[src/core/gsb_pkg.sv]
// Package with address map, field layout and codes of the grouped status bus reporter
package gsb_pkg;
  // ****************************************
  // Register addresses
  // ****************************************
  localparam logic [7:0] GSB_ADDR_ENABLE_LINE = 8'hb0;
  localparam logic [7:0] GSB_ADDR_LINE_ALARM  = 8'hb1;
  localparam logic [7:0] GSB_ADDR_INT_STATUS  = 8'hb2;
  localparam logic [7:0] GSB_ADDR_SYNC_STATUS = 8'hb3;
  localparam logic [7:0] GSB_ADDR_USER_ONE    = 8'hb4;
  localparam logic [7:0] GSB_ADDR_USER_TWO    = 8'hb5;

  // ****************************************
  // Field positions and reset values
  // ****************************************
  localparam int         GSB_ENABLE_BIT    = 0;
  localparam int         GSB_LINE_SEL_LSB  = 1;
  localparam int         GSB_ALARM_ONE_LSB = 0;
  localparam int         GSB_ALARM_TWO_LSB = 4;
  localparam logic [7:0] GSB_CTRL_RESET    = 8'h00;

  // ****************************************
  // Alarm selector codes
  // ****************************************
  typedef enum logic [2:0] {
    GSB_SEL_BLUE_OR_ALL_ONES = 3'h0,
    GSB_SEL_YELLOW_OR_REMOTE = 3'h1,
    GSB_SEL_LOOP_UP_OR_DMA   = 3'h2,
    GSB_SEL_LOOP_DN_OR_V5    = 3'h3,
    GSB_SEL_SIG_CHANGE       = 3'h4,
    GSB_SEL_ES_SLIP          = 3'h5
  } gsb_alarm_sel_t;

  // ****************************************
  // Group line codes, one per information address
  // ****************************************
  typedef enum logic [1:0] {
    GSB_GRP_INT   = 2'h0,
    GSB_GRP_SYNC  = 2'h1,
    GSB_GRP_USER1 = 2'h2,
    GSB_GRP_USER2 = 2'h3
  } gsb_grp_code_t;
endpackage

[src/core/gsb_alarm_mux.sv]
// Alarm source selector for one user status address
module gsb_alarm_mux
  import gsb_pkg::*;
(
  // Selection
  input  wire logic [2:0] sel,
  input  wire logic       e1_mode,
  // T1 sources
  input  wire logic       receive_blue_alarm,
  input  wire logic       receive_yellow_alarm,
  input  wire logic       loop_up_code_seen,
  input  wire logic       loop_down_code_seen,
  // E1 sources
  input  wire logic       receive_unframed_all_ones,
  input  wire logic       receive_remote_alarm,
  input  wire logic       distant_multiframe_alarm,
  input  wire logic       v5_link_indication,
  // Shared sources
  input  wire logic       signaling_change,
  input  wire logic       elastic_store_slip,
  // Result
  output logic            status
);
  always_comb begin
    case (sel)
      GSB_SEL_BLUE_OR_ALL_ONES: status = e1_mode ? receive_unframed_all_ones
                                                 : receive_blue_alarm;
      GSB_SEL_YELLOW_OR_REMOTE: status = e1_mode ? receive_remote_alarm
                                                 : receive_yellow_alarm;
      GSB_SEL_LOOP_UP_OR_DMA:   status = e1_mode ? distant_multiframe_alarm
                                                 : loop_up_code_seen;
      GSB_SEL_LOOP_DN_OR_V5:    status = e1_mode ? v5_link_indication
                                                 : loop_down_code_seen;
      GSB_SEL_SIG_CHANGE:       status = signaling_change;
      GSB_SEL_ES_SLIP:          status = elastic_store_slip;
      // Codes 6 and 7 carry no status, report clear
      default:                  status = 1'b0;
    endcase
  end
endmodule

[src/core/gsb_reporter.sv]
// Grouped status bus reporter: control registers, group line handshake, bus line drive
module gsb_reporter
  import gsb_pkg::*;
#(
  parameter int DATA_W = 8
)
(
  // Clock and reset
  input  wire logic              CLK,
  input  wire logic              RSTN,
  // Host parallel port
  input  wire logic [7:0]        ADDR,
  input  wire logic [DATA_W-1:0] WDATA,
  input  wire logic              WR,
  input  wire logic              RD,
  output logic      [DATA_W-1:0] AD_OUT,
  output logic      [DATA_W-1:0] AD_OE,
  // Group lines, open drain
  input  wire logic              GROUP_SELECT_A_IN,
  output logic                   GROUP_SELECT_A_OUT,
  output logic                   GROUP_SELECT_A_OE,
  input  wire logic              GROUP_SELECT_B_IN,
  output logic                   GROUP_SELECT_B_OUT,
  output logic                   GROUP_SELECT_B_OE,
  input  wire logic              GROUP_READ_IN,
  output logic                   GROUP_READ_OUT,
  output logic                   GROUP_READ_OE,
  // Device status
  input  wire logic              E1_MODE,
  input  wire logic              INTERRUPT_PENDING,
  input  wire logic              RX_SYNC_LOSS,
  input  wire logic              RX_BLUE_ALARM,
  input  wire logic              RX_YELLOW_ALARM,
  input  wire logic              LOOP_UP_SEEN,
  input  wire logic              LOOP_DOWN_SEEN,
  input  wire logic              SIGNALING_CHANGE,
  input  wire logic              ELASTIC_STORE_SLIP,
  input  wire logic              RX_UNFRAMED_ALL_ONES,
  input  wire logic              RX_REMOTE_ALARM,
  input  wire logic              DISTANT_MF_ALARM,
  input  wire logic              V5_LINK_INDICATION
);
  // ****************************************
  // Elaboration check
  // ****************************************
  // Line select is 3 bits, so the bus must be exactly eight lines
  if (DATA_W != 8) begin : g_bad_width
    $error("gsb_reporter supports only an 8-bit host bus");
  end

  // ****************************************
  // Control registers
  // ****************************************
  logic [7:0] enable_line_ff;
  logic [7:0] line_alarm_ff;
  logic       group_report_enable;
  logic [2:0] data_line_select;
  logic [2:0] alarm_select_one;
  logic [2:0] alarm_select_two;
  logic       wr_enable_line;
  logic       wr_line_alarm;

  assign group_report_enable = enable_line_ff[GSB_ENABLE_BIT];
  assign data_line_select    = enable_line_ff[GSB_LINE_SEL_LSB +: 3];
  assign alarm_select_one    = line_alarm_ff[GSB_ALARM_ONE_LSB +: 3];
  assign alarm_select_two    = line_alarm_ff[GSB_ALARM_TWO_LSB +: 3];
  assign wr_enable_line      = WR && (ADDR == GSB_ADDR_ENABLE_LINE);
  assign wr_line_alarm       = WR && (ADDR == GSB_ADDR_LINE_ALARM);

  // Only defined bits are stored, unused bits read back as zero
  always_ff @(posedge CLK or negedge RSTN) begin
    if (!RSTN) begin
      enable_line_ff <= GSB_CTRL_RESET;
      line_alarm_ff  <= GSB_CTRL_RESET;
    end else begin
      if (wr_enable_line) begin
        enable_line_ff <= {4'h0, WDATA[3:0]};
      end
      if (wr_line_alarm) begin
        line_alarm_ff <= {1'b0, WDATA[6:4], 1'b0, WDATA[2:0]};
      end
    end
  end

  // ****************************************
  // Alarm selection
  // ****************************************
  logic user_status_a;
  logic user_status_b;

  gsb_alarm_mux u_mux_one (
    .sel                       (alarm_select_one),
    .e1_mode                   (E1_MODE),
    .receive_blue_alarm        (RX_BLUE_ALARM),
    .receive_yellow_alarm      (RX_YELLOW_ALARM),
    .loop_up_code_seen         (LOOP_UP_SEEN),
    .loop_down_code_seen       (LOOP_DOWN_SEEN),
    .receive_unframed_all_ones (RX_UNFRAMED_ALL_ONES),
    .receive_remote_alarm      (RX_REMOTE_ALARM),
    .distant_multiframe_alarm  (DISTANT_MF_ALARM),
    .v5_link_indication        (V5_LINK_INDICATION),
    .signaling_change          (SIGNALING_CHANGE),
    .elastic_store_slip        (ELASTIC_STORE_SLIP),
    .status                    (user_status_a)
  );

  gsb_alarm_mux u_mux_two (
    .sel                       (alarm_select_two),
    .e1_mode                   (E1_MODE),
    .receive_blue_alarm        (RX_BLUE_ALARM),
    .receive_yellow_alarm      (RX_YELLOW_ALARM),
    .loop_up_code_seen         (LOOP_UP_SEEN),
    .loop_down_code_seen       (LOOP_DOWN_SEEN),
    .receive_unframed_all_ones (RX_UNFRAMED_ALL_ONES),
    .receive_remote_alarm      (RX_REMOTE_ALARM),
    .distant_multiframe_alarm  (DISTANT_MF_ALARM),
    .v5_link_indication        (V5_LINK_INDICATION),
    .signaling_change          (SIGNALING_CHANGE),
    .elastic_store_slip        (ELASTIC_STORE_SLIP),
    .status                    (user_status_b)
  );

  // ****************************************
  // Read decode and group handshake
  // ****************************************
  logic          rd_info;
  logic          own_group_read;
  logic          peer_group_read;
  logic          own_echo;
  logic          rd_ctrl;
  gsb_grp_code_t own_code;
  gsb_grp_code_t active_code;
  logic          member_status;
  logic          drive_group;

  assign rd_info = RD && (ADDR >= GSB_ADDR_INT_STATUS) && (ADDR <= GSB_ADDR_USER_TWO);
  assign rd_ctrl = RD && ((ADDR == GSB_ADDR_ENABLE_LINE) || (ADDR == GSB_ADDR_LINE_ALARM));
  assign own_code = gsb_grp_code_t'(ADDR[1:0] - GSB_ADDR_INT_STATUS[1:0]);
  assign own_group_read  = rd_info && group_report_enable;
  // Own pull lingers on the read line one cycle past the host read;
  // taken as a peer read it would drive our line after the read ends
  assign own_echo        = GROUP_READ_OE;
  // A peer's read reaches us as a low read line, code on the select lines
  assign peer_group_read = !GROUP_READ_IN && !own_echo && group_report_enable;
  assign active_code = own_group_read ? own_code
                     : gsb_grp_code_t'({GROUP_SELECT_B_IN, GROUP_SELECT_A_IN});
  assign drive_group = own_group_read || peer_group_read;

  always_comb begin
    case (active_code)
      GSB_GRP_INT:   member_status = INTERRUPT_PENDING;
      GSB_GRP_SYNC:  member_status = RX_SYNC_LOSS;
      GSB_GRP_USER1: member_status = user_status_a;
      GSB_GRP_USER2: member_status = user_status_b;
      default:       member_status = 1'b0;
    endcase
  end

  // ****************************************
  // Bus line drive
  // ****************************************
  logic [DATA_W-1:0] nxt_ad_out;
  logic [DATA_W-1:0] nxt_ad_oe;
  logic [DATA_W-1:0] ctrl_rdata;

  assign ctrl_rdata = (ADDR == GSB_ADDR_ENABLE_LINE) ? enable_line_ff : line_alarm_ff;

  // One line per member keeps the shared bus free of contention
  for (genvar i = 0; i < DATA_W; i++) begin : g_line
    logic on_line;
    assign on_line       = drive_group && (data_line_select == 3'(i));
    assign nxt_ad_oe[i]  = rd_ctrl || on_line;
    assign nxt_ad_out[i] = rd_ctrl ? ctrl_rdata[i] : (on_line && member_status);
  end

  always_ff @(posedge CLK or negedge RSTN) begin
    if (!RSTN) begin
      AD_OUT <= '0;
      AD_OE  <= '0;
    end else begin
      AD_OUT <= nxt_ad_out;
      AD_OE  <= nxt_ad_oe;
    end
  end

  // ****************************************
  // Open-drain group lines
  // ****************************************
  // Pulled-up lines idle high, so a code bit of zero is a driven low
  always_ff @(posedge CLK or negedge RSTN) begin
    if (!RSTN) begin
      GROUP_SELECT_A_OUT <= 1'b0;
      GROUP_SELECT_A_OE  <= 1'b0;
      GROUP_SELECT_B_OUT <= 1'b0;
      GROUP_SELECT_B_OE  <= 1'b0;
      GROUP_READ_OUT     <= 1'b0;
      GROUP_READ_OE      <= 1'b0;
    end else begin
      // Open-drain value stays low, only the enables move
      GROUP_SELECT_A_OUT <= 1'b0;
      GROUP_SELECT_B_OUT <= 1'b0;
      GROUP_READ_OUT     <= 1'b0;
      GROUP_SELECT_A_OE <= own_group_read && !own_code[0];
      GROUP_SELECT_B_OE <= own_group_read && !own_code[1];
      GROUP_READ_OE     <= own_group_read;
    end
  end
endmodule

[config.mk]
export PLATFORM = sky130hd
export DESIGN_NAME = gsb_reporter
export DESIGN_NICKNAME = d
export VERILOG_FILES = /design/src/core/gsb_pkg.sv /design/src/core/gsb_alarm_mux.sv /design/src/core/gsb_reporter.sv
export SDC_FILE = /design/constraint.sdc
export NUM_CORES = 1
export LEC_CHECK = 0
export BUFFER_PORTS_ARGS = -buffer_cell sky130_fd_sc_hd__buf_2
export CORE_UTILIZATION = 44
export DETAILED_ROUTE_END_ITERATION = 16
export GPL_TIMING_DRIVEN = 1
export PLACE_DENSITY = 0.76
export SLEW_MARGIN = 20
export SYNTH_ARGS = -nofsm -noshare
export SYNTH_HDL_FRONTEND = slang
export SYNTH_SLANG_ARGS = --single-unit
[constraint.sdc]
create_clock -name CLK -period 1.65 [get_ports CLK]
set_clock_uncertainty 0.15 [all_clocks]
set_input_delay 0.165 -clock CLK [delete_from_list [all_inputs] [get_ports CLK]]
set_output_delay 0.165 -clock CLK [all_outputs]
set_load 0.02 [all_outputs]
### Word-level counts from Yosys, hierarchy flattened

Cells that the tools add are included.

* flip-flop bits (word level): 29
* input port bits: 36
* output and inout bits: 22
* word-level logic and storage cells: 93

* $add $sub $neg: 1
* order comparisons: 2
* equal/unequal tests: 22
* multiplexer cells: 17
* reduce and logical (&&, ||, !) cells: 44

Operator list (count)
* $logic_and 1x1->1: 26
* $eq 3x3->1 const B: 8
* $eq 3x2->1 const B: 6
* $eq 8x8->1 const B: 2
* $mux 1: 12
* $pmux 1 s6: 2
* $logic_or 1x1->1: 10
* $eq 3x1->1 const B: 3
* $logic_not 3->1: 3
* $ge 8x8->1 const B: 1
* $le 8x8->1 const B: 1
* $mux 7: 1
* $eq 2x2->1 const B: 2
* $logic_not 1->1: 4
* $pmux 1 s4: 1
* $eq 2x1->1 const B: 1
* $logic_not 2->1: 1
* $mux 2: 1
* $sub 2x2->2 const B: 1

### Logic depth before layout (Yosys ltp)

* depth after elaboration: 9
* mapped depth: 7
* gate-level depth less buffers: 6

### Cells and area by module

A second synthesis with hierarchy kept.

* cell total of the unflattened synthesis: 132
* area total of the unflattened synthesis: 1607.8 um^2

By module, submodules not included
* gsb_reporter: instances 1, cells each 120, area each 1437.6 um^2
* gsb_alarm_mux: instances 2, cells each 6, area each 85.1 um^2

### Worst setup path before layout

No wires, ideal clock.

* path kind: input -> register
* start point: input port ADDR[0]
* end point: register AD_OUT[1]
* library setup time: 0.110 ns
* arrival time: 1.611 ns
* data required time: 1.390 ns
* slack: -0.221 ns
* stages: 7
* cells stage by stage: buf_2 o21a_1 o32a_4 nor2_1 mux2i_1 nand3_1 o41ai_1

* word-level cells in the longest chain between the ends: 9

Ends and longest elaborated chain
* from (decl): line gsb_reporter.sv:12 `input wire logic [7:0] ADDR,`
* $ge 8x8->1: line gsb_reporter.sv:136 `assign rd_info = RD && (ADDR >= GSB_ADDR_INT_STATUS) && (ADDR <= GSB_ADDR_USER_TWO);`
* $logic_and 1x1->1 (2 in a row): line gsb_reporter.sv:136
* $logic_and 1x1->1: line gsb_reporter.sv:139 `assign own_group_read = rd_info && group_report_enable;`
* $mux 2: line gsb_reporter.sv:145 `assign active_code = own_group_read ? own_code`
* $eq 2x2->1, or another cell as far along: line gsb_reporter.sv:150 `case (active_code)`
* $pmux 1 s4: line gsb_reporter.sv:150
* $logic_and 1x1->1: line gsb_reporter.sv:173 `assign nxt_ad_out[i] = rd_ctrl ? ctrl_rdata[i] : (on_line && member_status);`
* $mux 1 *: line gsb_reporter.sv:173
* net nxt_ad_out[1]: line gsb_reporter.sv:162 `logic [DATA_W-1:0] nxt_ad_out;`
* to (signal assigned): line gsb_reporter.sv:181 `AD_OUT <= nxt_ad_out;`
* to (decl): line gsb_reporter.sv:16 `output logic [DATA_W-1:0] AD_OUT,`

Mark *: on every way through the listed nets, which the timed path passes. The rest lies on a longest branch.
A chain may end at the register's enable or synchronous reset.

### Worst setup path after layout

* start point: register line_alarm_ff[0]
* end point: register AD_OUT[6]

* word-level cells in the longest chain between the ends: 5

Ends and longest elaborated chain
* from (decl): line gsb_reporter.sv:55 `logic [7:0] line_alarm_ff;`
* from (signal assigned): line gsb_reporter.sv:80 `line_alarm_ff <= {1'b0, WDATA[6:4], 1'b0, WDATA[2:0]};`
* $eq 3x3->1, or another cell as far along: line gsb_alarm_mux.sv:25 `case (sel)`
* $pmux 1 s6 *: line gsb_alarm_mux.sv:25
* $pmux 1 s4 *: line gsb_reporter.sv:150
* $logic_and 1x1->1 *: line gsb_reporter.sv:173
* $mux 1 *: line gsb_reporter.sv:173
* net nxt_ad_out[6]: line gsb_reporter.sv:162

Marked as above.

==> metrics.md <==
| Metric | Value |
|---|---|
| Outcome | `complete, but fails checks` |
| Failing checks | `setup timing` |
| Crit path max-delay cell type | `dfrtp_1` |
| Register area share after synthesis | `0.468` |
| CTS Root Cell | `clkbuf_4` |
| Unrepaired setup endpoints after global routing | `yes` |
| Critical path, cell by cell | `mux4_2 > mux2_2 > mux2i_1 > nand3_1 > a21oi_4 > buf_12 > o41ai_4` |
| Detailed-route DRC error count | `0` |
| CTS tree | `built` |
| Via count | `1429` |
| Final std cells w/o fill | `roughly 270` |
| DRT iter0 DRCs | `25` |
| Compound-Gate Fraction of Synth Area | `0.172` |
| TritonCTS buffer count | `5` |
| Grt ovf | `0` |
| DIE WIDTH | `approximately 60 um` |
| Sw Pwr | `0.000378 W` |
| Main synth FF type | `dfrtp_1` |
| Max-cap viol count | `0` |
| Largest family of logic cells by synthesized area | `multiplexers` |
| Max IR drop VDD | `0.544 mV` |
| Logic pwr share | `0.164` |
| Final Hold Fails | `0` |
| Area Overhead vs Synth | `47.6%` |
| Antenna cells | `0` |
| Final wirelength | `3.81 mm` |
| Crit path launch type | `flop` |
| Fmax | `513 MHz` |
| Core area | `0.00336 mm^2` |
| Minimum clock period | `1.95 ns` |
| FFs w/ async S/R, synth | `1.00` |
| Post-synthesis mux area share | `0.185` |
| TNS Setup | `-2.25 ns` |
| Synth warn | `0` |
| Multi-input logic area | `850 um^2` |
| H-tree levels | `2` |
| CTS clk-pin slew, worst paths | `around 0.09 ns` |
| Critical path peak fanout | `8` |
| Worst Setup Slack, final | `-0.301 ns` |
| R2r setup slk | `-0.30 ns` |
| Slew headroom | `0.597` |
| Final nets | `between 200 and 300` |
| Final period util | `1.18` |
| Worst-Margin Slew | `between 0.6 and 0.7 ns` |
| Reg power frac | `0.461` |
| Reg2reg path depth | `7` |
| Int Power | `0.00122 W` |
| Worst Path Arrival | `1.99 ns` |
| Cells after Synth | `130` |
| FF+latch area | `between 700 and 800 um^2` |
| Fillers | `271` |
| Die area | `0.00376 mm^2` |
| GRT Total Usage | `0.219` |
| Max-slew violation count | `0` |
| PwrDens | `698 mW/mm^2` |
| Dpl cells | `249` |
| Hold crit path type | `input port to flop` |
| Port buffer count | `53` |
| Reg2reg start | `line_alarm_ff[0]` |
| Number of synthesized flops with an enable pin | `0` |
| Place WS | `-0.472 ns` |
| Cell Area, Placed | `approximately 0.0020 mm^2` |
| Drt wl/cell | `14.3 um` |
| Clock power frac | `0.375` |
| Synth unique cells | `40` |
| Largest net degree at the start of global routing | `30` |
| Die height | `61.4 um` |
| FF+latch count, synth | `29` |
| Routed Antenna Nets | `0` |
| Final setup vio count | `8` |
| CTS sink cnt | `29` |
| Net Sw Frac | `0.237` |
| Clk buf depth | `2` |
| Setup Crit Path Kind | `flop to flop` |
| Clk Latency, worst-skew pair | `between 0.3 and 0.4 ns` |
| Drt pass-1 iters | `7` |
| Share of cells above drive strength 1 | `0.525` |
| Critical R2R Capture | `AD_OUT[6]` |
| Hold Crit Depth | `4` |
| Design area | `0.00229 mm^2` |
| Synth Area in Simple Gates | `0.136` |
| Via/cell ratio | `roughly 5.4` |
| Number of global-route vias before repair | `around 1400` |
| I/O pin total | `58` |
| Crit end category | `flop` |
| DP Wirelength | `2.98 mm` |
| Critical path data required time | `1.69 ns` |
| Mapped Avg Cell Area | `11.9 um^2` |
| Adder-cell share of the synthesized area | `0` |
| Slowest stage delay, CP | `approximately 0.42 ns` |
| Initial antenna violation count | `0` |
| First-pass GRT wire length | `5.93 mm` |
| XOR/XNOR share of the synthesized area | `0` |
| Mapped Area | `0.00155 mm^2` |
| FP Rows | `21` |
| Routability Congestion | `0.844` |
| Pleak | `1.17 nW` |
| Hold EP | `GROUP_SELECT_B_OE` |
| Hold Crit Start | `ADDR[1]` |
| Starting Density | `0.461` |
==> kinds of logic after synthesis <==
logic type | count (synthesis)
AOI/OAI and AO/OA | 32
buffers and inverters | 10
DFF | 29
muxes | 21
other | 1
and+or+nand+nor | 37
==> cells in the mapped netlist (2+ instances only) <==
library cell,number,area share
o32ai_1,2,0.011
o221ai_1,3,0.017
mux4_1,3,0.051
nor3_1,2,0.0065
buf_4,3,0.015
nand2_1,5,0.012
or2_2,2,0.0081
mux2i_1,5,0.032
inv_1,4,0.0097
nand3_1,7,0.023
o21ai_0,10,0.032
nand4_1,2,0.0081
dfrtp_1,29,0.47
o41ai_1,6,0.034
nor2_1,9,0.022
mux2_2,12,0.087
nand2b_1,3,0.012
==> cell usage in the layout (no fill, tap or decap), drive strengths merged <==
cell type,synthesis,layout
dlygate4sd3,0,9
o41ai,6,6
inv,4,4
o32a,1,1
dfrtp,29,29
buf,5,78
o2111a,1,1
clkbuf,1,7
nand3,7,7
o21ai,11,11
nor3,2,2
a221o,1,1
o21a,1,1
and4b,1,1
mux2i,5,5
o211a,1,1
nand4,2,2
bufinv,0,1
and3,1,1
nor2,9,9
nor4b,1,1
mux2,12,12
a211oi,1,1
nor2b,1,1
nor4,1,1
conb,1,3
a21oi,2,2
o211ai,1,1
nand2b,3,3
and2,1,1
nand4b,1,1
mux4,4,4
or2,2,2
o2111ai,1,1
nand2,5,5
o32ai,2,2
o221ai,3,3
==> critical path: cells and delay by family (launching register included) <==
kind	cells	cell delay (ns)
multiplexers	3	0.69
AND/OR/NAND/NOR	1	0.14
AO/OA/AOI/OAI	2	0.27
buffers and inverters	1	0.14
flip-flops	1	0.42
==> stage by stage <==
step                power [W]  hold slack, ns   util
CTS                   0.00159           0.113  0.660
floorplan            0.000864          -0.281      -
global route          0.00166           0.127  0.680
detailed placement   0.000982          0.0666  0.608
finish                0.00160           0.120  0.680
global placement     0.000971          0.0505  0.608
==> power by group through the flow <==
stage | Combinational [W] | Clock, W | Sequential (W)
finish | 0.000262 | 0.000599 | 0.000737
global route | 0.000284 | 0.000633 | 0.000739
CTS | 0.000249 | 0.000603 | 0.000737
detailed placement | 0.000231 | 0 | 0.000751
global placement | 0.000220 | 0 | 0.000750
floorplan | 0.000111 | 0 | 0.000753
==> sequential cells by signal, indices dropped and copies added, names as in the netlist <==
name	cells
GROUP_SELECT_B_OE	1
line_alarm_ff	6
enable_line_ff	4
AD_OE	8
GROUP_READ_OE	1
GROUP_SELECT_A_OE	1
AD_OUT	8
==> how the worst max path moves through the flow <==
stage                      from        end
2_1_floorplan           ADDR[0]  AD_OUT[5]
3_3_place_gp            ADDR[6]  AD_OUT[6]
3_5_place_dp            ADDR[6]  AD_OUT[6]
4_1_cts        line_alarm_ff[0]  AD_OUT[0]
5_1_grt        line_alarm_ff[0]  AD_OUT[6]
6_report       line_alarm_ff[0]  AD_OUT[6]
==> repair_timing <==
item	CTS	global route
endpoints found under the setup margin	8	8
endpoints found under the hold margin	40	0
gates resized for setup	0	6
buffers inserted	0	1
pin swaps	0	4
hold buffers	9	0
==> final cells by class <==
class                           instances  area share
Tap cell                               46      0.0252
Clock inverter                          1      0.0131
Clock buffer                            7      0.0241
Sequential cell                        29       0.317
Inverter                                4     0.00656
Multi-Input combinational cell         93       0.371
Timing Repair Buffer                   87       0.243
==> metal layers <==
layer | track usage | up-vias | wire length [um]
met3 | 0.0588 | 8 | 241
met5 | 0 | - | 0
li1 | - | 680 | -
met4 | 0.0635 | 0 | 44
met1 | 0.234 | 673 | 1490
met2 | 0.419 | 68 | 2040
(Power assumes the default switching activity.)
